===== src/rtl/ptc_pkg.sv =====
package ptc_pkg;

    // ****************************************************************
    // register word indices (printed offsets are not all word aligned,
    // so each offset is an index and the byte address is four times it)
    // ****************************************************************
    localparam logic [7:0]  IDX_INTR_CTRL    = 8'h0b;
    localparam logic [7:0]  IDX_PERIPH_FLAGS = 8'h0c;
    localparam logic [7:0]  IDX_TIMER_COUNT  = 8'h11;
    localparam logic [7:0]  IDX_TIMER_CTRL   = 8'h12;
    localparam logic [7:0]  IDX_CAP_LOW      = 8'h15;
    localparam logic [7:0]  IDX_CAP_HIGH     = 8'h16;
    localparam logic [7:0]  IDX_UNIT_CTRL    = 8'h17;
    localparam logic [7:0]  IDX_PERIPH_EN    = 8'h8c;
    localparam logic [7:0]  IDX_TIMER_PERIOD = 8'h92;
    localparam logic [7:0]  IDX_WIDE_TIMER   = 8'ha0;

    // ****************************************************************
    // field positions and reset values
    // ****************************************************************
    localparam int          FLAG_PERIOD_BIT  = 1;
    localparam int          FLAG_UNIT_BIT    = 2;
    localparam int          RUN_BIT          = 2;
    localparam logic [7:0]  PERIOD_RESET     = 8'hff;
    localparam logic [7:0]  COUNT_RESET      = 8'h00;
    localparam logic [6:0]  TCTRL_RESET      = 7'h00;
    localparam logic [7:0]  UCTRL_RESET      = 8'h00;
    localparam logic [7:0]  FLAGS_RESET      = 8'h00;
    localparam logic [3:0]  PRE_DIV4_LAST    = 4'h3;
    localparam logic [3:0]  PRE_DIV16_LAST   = 4'hf;
    localparam logic [3:0]  CAP_DIV4_LAST    = 4'h3;
    localparam logic [3:0]  CAP_DIV16_LAST   = 4'hf;

    // ****************************************************************
    // unit mode codes
    // ****************************************************************
    localparam logic [3:0]  MODE_OFF         = 4'h0;
    localparam logic [3:0]  MODE_CMP_TOGGLE  = 4'h2;
    localparam logic [3:0]  MODE_CAP_FALL    = 4'h4;
    localparam logic [3:0]  MODE_CAP_RISE    = 4'h5;
    localparam logic [3:0]  MODE_CAP_RISE4   = 4'h6;
    localparam logic [3:0]  MODE_CAP_RISE16  = 4'h7;
    localparam logic [3:0]  MODE_CMP_SET     = 4'h8;
    localparam logic [3:0]  MODE_CMP_CLEAR   = 4'h9;
    localparam logic [3:0]  MODE_CMP_SOFT    = 4'ha;
    localparam logic [3:0]  MODE_CMP_TRIG    = 4'hb;

    typedef enum logic [1:0] {
        STEER_SINGLE,
        STEER_FULL_FWD,
        STEER_HALF,
        STEER_FULL_REV
    } ptc_steer_t;

    // bus data phase bookkeeping
    typedef struct packed {
        logic       pend;
        logic       write;
        logic [7:0] index;
        logic       valid;
    } ptc_bus_t;

    // all block state
    typedef struct packed {
        ptc_bus_t    bus;
        logic [7:0]  count;
        logic [7:0]  period;
        logic [6:0]  tctrl;
        logic [3:0]  pre_cnt;
        logic [3:0]  post_cnt;
        logic [7:0]  flags;
        logic [7:0]  enables;
        logic [7:0]  intr_ctrl;
        logic [7:0]  uctrl;
        logic [15:0] capture;
        logic [3:0]  cap_cnt;
        logic        pin_prev;
        logic        cmp_out;
        logic        match_pulse;
        logic        tmr_reset;
        logic        adc_start;
        logic [3:0]  pin_oe;
        logic [31:0] rdata;
    } ptc_state_t;

endpackage


===== src/rtl/ptc_top.sv =====
// Notes on behaviour
// - timer counts up, wraps after matching period
// - period register read/write, resets to ones
// - count register read/write, reset clears it
// - input prescaler divides by 1, 4, 16
// - postscaler divides matches by N+1, sets flag
// - count or control write clears both scalers
// - control write keeps timer count
// - run bit gates timer counting
// - pre-postscaler match pulse goes to serial port
// - capture value is two byte registers
// - mode zero resets unit, reserved codes idle
// - capture modes: fall, rise, 4th, 16th rise
// - compare codes toggle, set, clear, flag only
// - trigger code resets wide timer, starts conversion only when adc_enabled is high
// - pwm codes choose pin pair polarity
// - steering field chooses pwm pin usage
// - duty low bits matter in pwm only
// - capture/compare use wide timer, pwm period timer
// - capture copies wide timer, sets flag; software clears
// - later capture overwrites unread value
// - edge prescaler cleared outside capture modes
// - prescaler switch keeps edge count; software masks
`timescale 1ns/1ns
module ptc_top (
    // clock and reset
    input  wire logic        clk,
    input  wire logic        rst,
    // ahb-lite slave
    input  wire logic        hsel,
    input  wire logic [31:0] haddr,
    input  wire logic [1:0]  htrans,
    input  wire logic        hwrite,
    input  wire logic [2:0]  hsize,
    input  wire logic [31:0] hwdata,
    input  wire logic        hready,
    output logic      [31:0] hrdata,
    output logic             hreadyout,
    output logic             hresp,
    // timer side
    input  wire logic [15:0] wide_timer_count,
    input  wire logic        adc_enabled,
    input  wire logic        capture_pin,
    output logic             period_match_pulse,
    output logic             wide_timer_reset,
    output logic             adc_start,
    // output pins
    output logic             drive_out_a,
    output logic [3:0]       drive_out_oe,
    output logic             period_match_flag,
    output logic             unit_event_flag
);

    // ****************************************************************
    // state
    // ****************************************************************
    ptc_pkg::ptc_state_t s_q;
    ptc_pkg::ptc_state_t s_d;

    logic [3:0]  mode;
    logic        is_capture;
    logic        is_compare;
    logic        is_pwm;
    logic        tick;
    logic        match;
    logic        post_fire;
    logic        cap_event;
    logic        cmp_match;
    logic        wr_count;
    logic        wr_tctrl;
    logic [7:0]  wbyte;
    logic        addr_phase;
    logic [3:0]  pre_last;
    logic [31:0] rd_val;

    // prescaler terminal count for a select code
    function automatic logic [3:0] pre_limit(input logic [1:0] sel);
        logic [3:0] r;
        r = 4'h0;
        if (sel[1])
            r = ptc_pkg::PRE_DIV16_LAST;
        else if (sel[0])
            r = ptc_pkg::PRE_DIV4_LAST;
        return r;
    endfunction

    // register read mux, unmapped reads zero
    function automatic logic [31:0] read_reg(input ptc_pkg::ptc_state_t st,
                                             input logic [7:0]          idx);
        logic [31:0] r;
        r = 32'h0;
        unique case (idx)
            ptc_pkg::IDX_INTR_CTRL:    r = {24'h0, st.intr_ctrl};
            ptc_pkg::IDX_PERIPH_FLAGS: r = {24'h0, st.flags};
            ptc_pkg::IDX_TIMER_COUNT:  r = {24'h0, st.count};
            ptc_pkg::IDX_TIMER_CTRL:   r = {25'h0, st.tctrl};
            ptc_pkg::IDX_CAP_LOW:      r = {24'h0, st.capture[7:0]};
            ptc_pkg::IDX_CAP_HIGH:     r = {24'h0, st.capture[15:8]};
            ptc_pkg::IDX_UNIT_CTRL:    r = {24'h0, st.uctrl};
            ptc_pkg::IDX_PERIPH_EN:    r = {24'h0, st.enables};
            ptc_pkg::IDX_TIMER_PERIOD: r = {24'h0, st.period};
            default:                   r = 32'h0;
        endcase
        return r;
    endfunction

    // ****************************************************************
    // next state
    // ****************************************************************
    always_comb
    begin
        s_d        = s_q;
        mode       = s_q.uctrl[3:0];
        is_capture = (mode[3:2] == 2'b01);
        is_pwm     = (mode[3:2] == 2'b11);
        // reserved codes 0001/0011 and off fall in neither set
        is_compare = (mode == ptc_pkg::MODE_CMP_TOGGLE) || (mode[3:2] == 2'b10);
        addr_phase = hsel && hready && htrans[1];
        wbyte      = hwdata[7:0];
        wr_count   = s_q.bus.pend && s_q.bus.write && s_q.bus.valid
                     && (s_q.bus.index == ptc_pkg::IDX_TIMER_COUNT);
        wr_tctrl   = s_q.bus.pend && s_q.bus.write && s_q.bus.valid
                     && (s_q.bus.index == ptc_pkg::IDX_TIMER_CTRL);

        // bus: accept address phase; zero wait states
        s_d.bus.pend  = addr_phase;
        s_d.bus.write = hwrite;
        s_d.bus.index = haddr[9:2];
        s_d.bus.valid = (haddr[1:0] == 2'b00) && (haddr[31:10] == 22'h0);
        rd_val        = read_reg(s_q, haddr[9:2]);
        // misaligned or out-of-range reads are refused and return zero
        s_d.rdata     = (addr_phase && !hwrite && s_d.bus.valid) ? rd_val : 32'h0;

        // timer path: prescaler, count, postscaler
        pre_last  = pre_limit(s_q.tctrl[1:0]);
        tick      = s_q.tctrl[ptc_pkg::RUN_BIT] && (s_q.pre_cnt >= pre_last);
        match     = tick && (s_q.count == s_q.period);
        post_fire = match && (s_q.post_cnt >= s_q.tctrl[6:3]);
        if (s_q.tctrl[ptc_pkg::RUN_BIT])
        begin
            // stopped timer simply keeps its state
            s_d.pre_cnt = tick ? 4'h0 : s_q.pre_cnt + 4'h1;
            if (tick)
                s_d.count = match ? 8'h00 : s_q.count + 8'h01;
            if (match)
                s_d.post_cnt = post_fire ? 4'h0 : s_q.post_cnt + 4'h1;
        end
        s_d.match_pulse = match;
        if (post_fire)
            s_d.flags[ptc_pkg::FLAG_PERIOD_BIT] = 1'b1;

        // capture edge detection and prescale
        s_d.pin_prev = capture_pin;
        cap_event    = 1'b0;
        if (!is_capture)
            s_d.cap_cnt = 4'h0;
        else if (mode == ptc_pkg::MODE_CAP_FALL)
            cap_event = s_q.pin_prev && !capture_pin;
        else if (!s_q.pin_prev && capture_pin)
        begin
            // edge count survives a prescale change on purpose
            unique case (mode)
                ptc_pkg::MODE_CAP_RISE:  cap_event = 1'b1;
                ptc_pkg::MODE_CAP_RISE4: cap_event =
                    (s_q.cap_cnt[1:0] == ptc_pkg::CAP_DIV4_LAST[1:0]);
                default:                 cap_event = (s_q.cap_cnt == ptc_pkg::CAP_DIV16_LAST);
            endcase
            s_d.cap_cnt = s_q.cap_cnt + 4'h1;
        end
        if (cap_event)
            s_d.capture = wide_timer_count;

        // compare against wide timer
        cmp_match     = is_compare && (wide_timer_count == s_q.capture);
        s_d.tmr_reset = cmp_match && (mode == ptc_pkg::MODE_CMP_TRIG);
        s_d.adc_start = cmp_match && (mode == ptc_pkg::MODE_CMP_TRIG) && adc_enabled;
        if (cmp_match)
        begin
            unique case (mode)
                ptc_pkg::MODE_CMP_TOGGLE: s_d.cmp_out = !s_q.cmp_out;
                ptc_pkg::MODE_CMP_SET:    s_d.cmp_out = 1'b1;
                ptc_pkg::MODE_CMP_CLEAR:  s_d.cmp_out = 1'b0;
                default:                  s_d.cmp_out = s_q.cmp_out;
            endcase
        end
        if (mode == ptc_pkg::MODE_OFF)
            s_d.cmp_out = 1'b0;
        else if (is_pwm)
            // pwm waveform lives elsewhere; pin a shows idle level by polarity
            s_d.cmp_out = mode[1];

        // pin steering: enables per configuration
        if (!is_pwm)
            s_d.pin_oe = {3'b000, is_compare};
        else
        begin
            unique case (ptc_pkg::ptc_steer_t'(s_q.uctrl[7:6]))
                ptc_pkg::STEER_SINGLE:   s_d.pin_oe = 4'b0001;
                ptc_pkg::STEER_HALF:     s_d.pin_oe = 4'b0011;
                ptc_pkg::STEER_FULL_FWD: s_d.pin_oe = 4'b1111;
                ptc_pkg::STEER_FULL_REV: s_d.pin_oe = 4'b1111;
            endcase
        end

        // register writes in the data phase
        if (s_q.bus.pend && s_q.bus.write && s_q.bus.valid)
        begin
            unique case (s_q.bus.index)
                ptc_pkg::IDX_INTR_CTRL:    s_d.intr_ctrl = wbyte;
                ptc_pkg::IDX_PERIPH_FLAGS: s_d.flags     = wbyte;
                ptc_pkg::IDX_TIMER_COUNT:  s_d.count     = wbyte;
                ptc_pkg::IDX_TIMER_CTRL:   s_d.tctrl     = wbyte[6:0];
                ptc_pkg::IDX_CAP_LOW:      s_d.capture[7:0]  = wbyte;
                ptc_pkg::IDX_CAP_HIGH:     s_d.capture[15:8] = wbyte;
                ptc_pkg::IDX_UNIT_CTRL:    s_d.uctrl     = wbyte;
                ptc_pkg::IDX_PERIPH_EN:    s_d.enables   = wbyte;
                ptc_pkg::IDX_TIMER_PERIOD: s_d.period    = wbyte;
                default:                   s_d.enables   = s_d.enables;
            endcase
        end
        if (wr_count || wr_tctrl)
        begin
            s_d.pre_cnt  = 4'h0;
            s_d.post_cnt = 4'h0;
        end

        // hardware set wins over software clear
        if (post_fire)
            s_d.flags[ptc_pkg::FLAG_PERIOD_BIT] = 1'b1;
        if (cap_event || cmp_match)
            s_d.flags[ptc_pkg::FLAG_UNIT_BIT] = 1'b1;
    end

    // ****************************************************************
    // registers
    // ****************************************************************
    always_ff @(posedge clk or posedge rst)
    begin
        if (rst)
        begin
            s_q        <= '0;
            s_q.period <= ptc_pkg::PERIOD_RESET;
            s_q.count  <= ptc_pkg::COUNT_RESET;
            s_q.tctrl  <= ptc_pkg::TCTRL_RESET;
            s_q.uctrl  <= ptc_pkg::UCTRL_RESET;
            s_q.flags  <= ptc_pkg::FLAGS_RESET;
        end
        else
            s_q <= s_d;
    end

    // outputs straight from flip-flops, except hreadyout and hresp, which are tied to constants
    assign hrdata             = s_q.rdata;
    assign hreadyout          = 1'b1;
    assign hresp              = 1'b0;
    assign period_match_pulse = s_q.match_pulse;
    assign wide_timer_reset   = s_q.tmr_reset;
    assign adc_start          = s_q.adc_start;
    assign drive_out_a        = s_q.cmp_out;
    assign drive_out_oe       = s_q.pin_oe;
    assign period_match_flag  = s_q.flags[ptc_pkg::FLAG_PERIOD_BIT];
    assign unit_event_flag    = s_q.flags[ptc_pkg::FLAG_UNIT_BIT];

    // ****************************************************************
    // checks
    // ****************************************************************
    a_period_wrap: assert property (@(posedge clk) disable iff (rst)
        (s_q.tctrl[2] && tick && s_q.count == s_q.period && !wr_count) |=> s_q.count == 8'h00)
        else $error("timer did not wrap after period match");

    a_ctrl_keeps_count: assert property (@(posedge clk) disable iff (rst)
        (wr_tctrl && !tick) |=> s_q.count == $past(s_q.count))
        else $error("control write disturbed count");

    a_scaler_clear: assert property (@(posedge clk) disable iff (rst)
        (wr_count || wr_tctrl) |=> (s_q.pre_cnt == 4'h0 && s_q.post_cnt == 4'h0))
        else $error("scalers not cleared by write");

    a_stop_holds: assert property (@(posedge clk) disable iff (rst)
        (!s_q.tctrl[2] && !s_q.bus.pend) |=> s_q.count == $past(s_q.count))
        else $error("stopped timer moved");

    a_capture_copy: assert property (@(posedge clk) disable iff (rst)
        cap_event |=> (s_q.capture == $past(wide_timer_count) && unit_event_flag))
        else $error("capture did not copy or flag");

    a_edge_cnt_idle: assert property (@(posedge clk) disable iff (rst)
        !is_capture |=> s_q.cap_cnt == 4'h0)
        else $error("edge counter not cleared");

    a_match_pulse: assert property (@(posedge clk) disable iff (rst)
        match |=> period_match_pulse)
        else $error("match pulse missing");

    a_trigger_reset: assert property (@(posedge clk) disable iff (rst)
        (cmp_match && mode == ptc_pkg::MODE_CMP_TRIG) |=> (wide_timer_reset && unit_event_flag))
        else $error("special trigger missing");

    a_post_flag: assert property (@(posedge clk) disable iff (rst)
        post_fire |=> period_match_flag)
        else $error("postscaler did not set flag");

    a_off_output: assert property (@(posedge clk) disable iff (rst)
        (mode == ptc_pkg::MODE_OFF) |=> !drive_out_a)
        else $error("unit off but compare output high");

endmodule


===== config.mk =====
export PLATFORM = sky130hd
export DESIGN_NAME = ptc_top
export DESIGN_NICKNAME = d
export VERILOG_FILES = /design/src/rtl/ptc_pkg.sv /design/src/rtl/ptc_top.sv
export SDC_FILE = /design/constraint.sdc
export NUM_CORES = 1
export LEC_CHECK = 0
export BUFFER_PORTS_ARGS = -buffer_cell sky130_fd_sc_hd__buf_2
export CELL_PAD_IN_SITES_DETAIL_PLACEMENT = 1
export CELL_PAD_IN_SITES_GLOBAL_PLACEMENT = 1
export CORE_MARGIN = 3
export CORE_UTILIZATION = 40
export CTS_CLUSTER_SIZE = 24
export DETAILED_ROUTE_END_ITERATION = 10
export PLACE_DENSITY_LB_ADDON = 0.1
export SLEW_MARGIN = 20
export SYNTH_ARGS = -nofsm -noshare
export SYNTH_HDL_FRONTEND = slang
export SYNTH_SLANG_ARGS = --single-unit

===== constraint.sdc =====
create_clock -name clk -period 3.95 [get_ports clk]
set_input_delay 0.79 -clock clk [delete_from_list [all_inputs] [get_ports clk]]
set_output_delay 0.79 -clock clk [all_outputs]
set_load 0.05 [all_outputs]

==> reports/qor.csv <==
metric,value,unit
outcome,"complete, no violations",
asyncSetResetFlopFracSynth,100,%
cpPeakStageDelay,0.57,ns
placementRows,44,
dp_worst_setup_slack,0.941,ns
peakVddDrop,217,uV
timing.critical_path.slowest_stage_cell,sky130_fd_sc_hd__o21ai_1,
holdPathStages,1,
fin_nets,724,
synth_flop_cell,sky130_fd_sc_hd__dfrtp_1,
critical-path-top-delay-family,simple AND/OR/NAND/NOR gates,
starting_density_of_the_core,41.2,%
skew,0.00984,ns
critical_path_required,4.22,ns
buffer_ports.inserted,81,
netlist.area_leader.share,42.5,%
seq_area_frac_synth,46.0,%
post_cts_resized,0,
regToRegSetupSlack,1.08,ns
finalWeightedCongestion,0.779,
yosys-top-cells-area,"sky130_fd_sc_hd__dfrtp_1 (42%), sky130_fd_sc_hd__mux2_2 (9.9%), sky130_fd_sc_hd__buf_4 (4.9%)",
synth.cells.most_frequent,"sky130_fd_sc_hd__dfrtp_1 (102), sky130_fd_sc_hd__mux2_2 (53), sky130_fd_sc_hd__nor2_1 (46)",
reg_to_reg_startpoint,s_q[102]$_DFFE_PP0P_,
r2r-end,s_q[121]$_DFF_PP0_,
worst_hold_slack,0.511,ns
ios,136,
cts_tree,done,
worstSetupStartpoint,s_q[102]$_DFFE_PP0P_,
critical_path.startpoint_type,flop,
post_cts.repair.setup_buffers,0,
rsz0062_at_grt,false,
synth-edff-count,0,
power,2970,uW
final-seq-area,0.00276,sq mm
final.setup.tns,0,ns
layout-area-overhead-vs-synth,10.5,%
post_route_cells_drive_above_1_share,27.0,%
antenna_cells,0,
cts_hold_repair.buffers,0,
antenna_violating_nets_post_route,0,
antenna_found_initial,0,
cp_num_buf_inv,0,
gr-total-overflow,0,
routedWlPerCell,19.5,um
design.die.area,0.0165,sq mm
totalWireLength,15800,um
cp_cell_sequence,or2_2 > ha_1 > nand2b_1 > a21oi_1 > o21ai_1 > nand3b_1 > or4_1 > a31oi_1,
post_synthesis_instance_area,0.00601,sq mm
routed_via_count,4483,
grt_pass1_wl,25600,um
worstSetupPathDepth,8,
measured_slew_at_the_worst_slew_check_pin,0.874,ns
cts-buffers-inserted,9,
die_width,129,um
reg2regPathDepth,8,
syn_area_per_cell,10.5,sq um
worstPathMaxFanout,10,
hold_path.startpoint,s_q[66]$_DFFE_PP0P_,
worst-setup-path-type,flop to flop,
max_freq,348,MHz
global_route.usage.total,19.9,%
setup-violations-final,0,
ys_ff_latch,110,
multi_input_comb_area,0.00284,sq mm
clk_pin_slew_worst_paths,0.08,ns
clk_latency,0.36,ns
power.leakage,0.00304,uW
power.density,448,mW/mm^2
yosys_warnings,0,
ctsRootBufferMaster,sky130_fd_sc_hd__clkbuf_16,
synth_largest_area_cell,sky130_fd_sc_hd__dfrtp_1,
clock_tree.buffer_depth,2,
finish.cell_count_without_fillers,809,
htreeDepth,3,
grt_pass1_vias,4706,
netlist_instances,571,
placed_cells,793,
max_slew_margin,41.7,%
cell_with_the_most_instances_after_synthesis,sky130_fd_sc_hd__dfrtp_1,
fin_crit_sh,72.8,%
worstSetupEndpointType,flop,
holdCritPathClass,flop to flop,
ys_types,57,
nFillCells,1627,
detail_route.vias_per_cell,5.54,
max-cap-violations,0,
maximum_number_of_pins_on_one_net_before_global_route_repair,67,
critPathArrivalTime,3.15,ns
drtIter0Drc,227,
number_of_sinks_handled_by_clock_tree_synthesis,110,
slew_viol_final,0,
drcViolationCount,0,
core_region_area,0.0146,sq mm
finalCriticalPeriod,2.87,ns
first_pass_iters,5,
final_critical_path_setup_slack,1.08,ns
hpwl,11600,um
die_height,129,um
final-hold-violation-count,0,
endpoint_with_the_worst_hold_slack,s_q[66]$_DFFE_PP0P_,
-- sequential cells by signal (all words and copies together) (netlist names) --
register,cells
wide_timer_reset,1
adc_start,1
drive_out_oe,3
hrdata,8
period_match_flag,1
drive_out_a,1
unit_event_flag,1
s_q,89
period_match_pulse,1
mode,4
-- power breakdown --
group | leakage (uW) | internal (uW) | switching, uW | total, uW
clock network | 0.000146 | 559 | 421 | 980
registers | 0.00134 | 1260 | 165 | 1420
logic | 0.00155 | 242 | 330 | 571
total | 0.00304 | 2060 | 915 | 2970
-- area by class of cell --
cell class | instances | share of cell area [%]
Inverter | 14 | 0.829
Multi-Input combinational cell | 402 | 42.8
Tap cell | 184 | 3.47
Timing Repair Buffer | 83 | 6.52
Clock inverter | 5 | 1.26
Clock buffer | 11 | 3.50
Sequential cell | 110 | 41.6
-- logic make-up (layout without fill, tap and decap cells) --
logic type | Yosys count | count (layout) | synth area share [%]
flops | 110 | 110 | 46.0
simple gates | 162 | 162 | 14.4
compound gates | 98 | 98 | 11.0
xor+xnor | 29 | 29 | 4.23
buf+inv | 83 | 113 | 8.19
other cells | 2 | 26 | 0.125
fa+ha+maj | 12 | 12 | 2.50
mux | 75 | 75 | 13.6
-- how the worst max path moves through the flow --
stage	end	slack, ns
final	s_q[121]$_DFF_PP0_	1.08
after floorplan	adc_start$_DFF_PP0_	0.27
after CTS	s_q[121]$_DFF_PP0_	1.07
after global routing	s_q[121]$_DFF_PP0_	0.87
after detailed placement	hrdata[3]$_DFF_PP0_	0.94
after global placement	hrdata[3]$_DFF_PP0_	0.96
-- metrics by stage --
| stage | utilization [%] | instance area (sq um) |
|---|---|---|
| 5_1_grt | 45.5 | 6640 |
| 3_5_place_dp | 43.3 | 6320 |
| 4_1_cts | 45.5 | 6640 |
| 6_report | 45.5 | 6640 |
| 3_3_place_gp | 43.3 | 6320 |
| 2_1_floorplan | - | 6100 |
-- cells in the final DEF, fill, tap and decap left out, types with 8 or more instances in the layout --
| master | Yosys | layout |
|---|---|---|
| sky130_fd_sc_hd__dfrtp_1 | 102 | 102 |
| sky130_fd_sc_hd__buf_2 | 8 | 81 |
| sky130_fd_sc_hd__mux2_2 | 53 | 53 |
| sky130_fd_sc_hd__nor2_1 | 46 | 46 |
| sky130_fd_sc_hd__nand2_1 | 32 | 32 |
| sky130_fd_sc_hd__conb_1 | 2 | 26 |
| sky130_fd_sc_hd__xnor2_1 | 24 | 24 |
| sky130_fd_sc_hd__a21oi_1 | 23 | 23 |
| sky130_fd_sc_hd__mux2i_1 | 22 | 22 |
| sky130_fd_sc_hd__o21ai_0 | 22 | 22 |
| sky130_fd_sc_hd__a31oi_1 | 15 | 15 |
| sky130_fd_sc_hd__inv_1 | 14 | 13 |
| sky130_fd_sc_hd__ha_1 | 12 | 12 |
| sky130_fd_sc_hd__and3_1 | 10 | 10 |
| sky130_fd_sc_hd__nand4_1 | 10 | 10 |
| sky130_fd_sc_hd__clkbuf_16 | 0 | 9 |
| sky130_fd_sc_hd__nand3_1 | 8 | 8 |
| sky130_fd_sc_hd__a22oi_1 | 8 | 8 |
| sky130_fd_sc_hd__dfstp_2 | 8 | 8 |
-- layer usage --
metal	GRT usage (%)	part of all wire (%)	vias to the layer above
met5	0	0	-
li1	-	-	2077
met2	32.8	47	121
met1	27.1	46	2270
met3	4.15	5.6	15
met4	5.00	1.5	0
(Power assumes the default switching activity.)
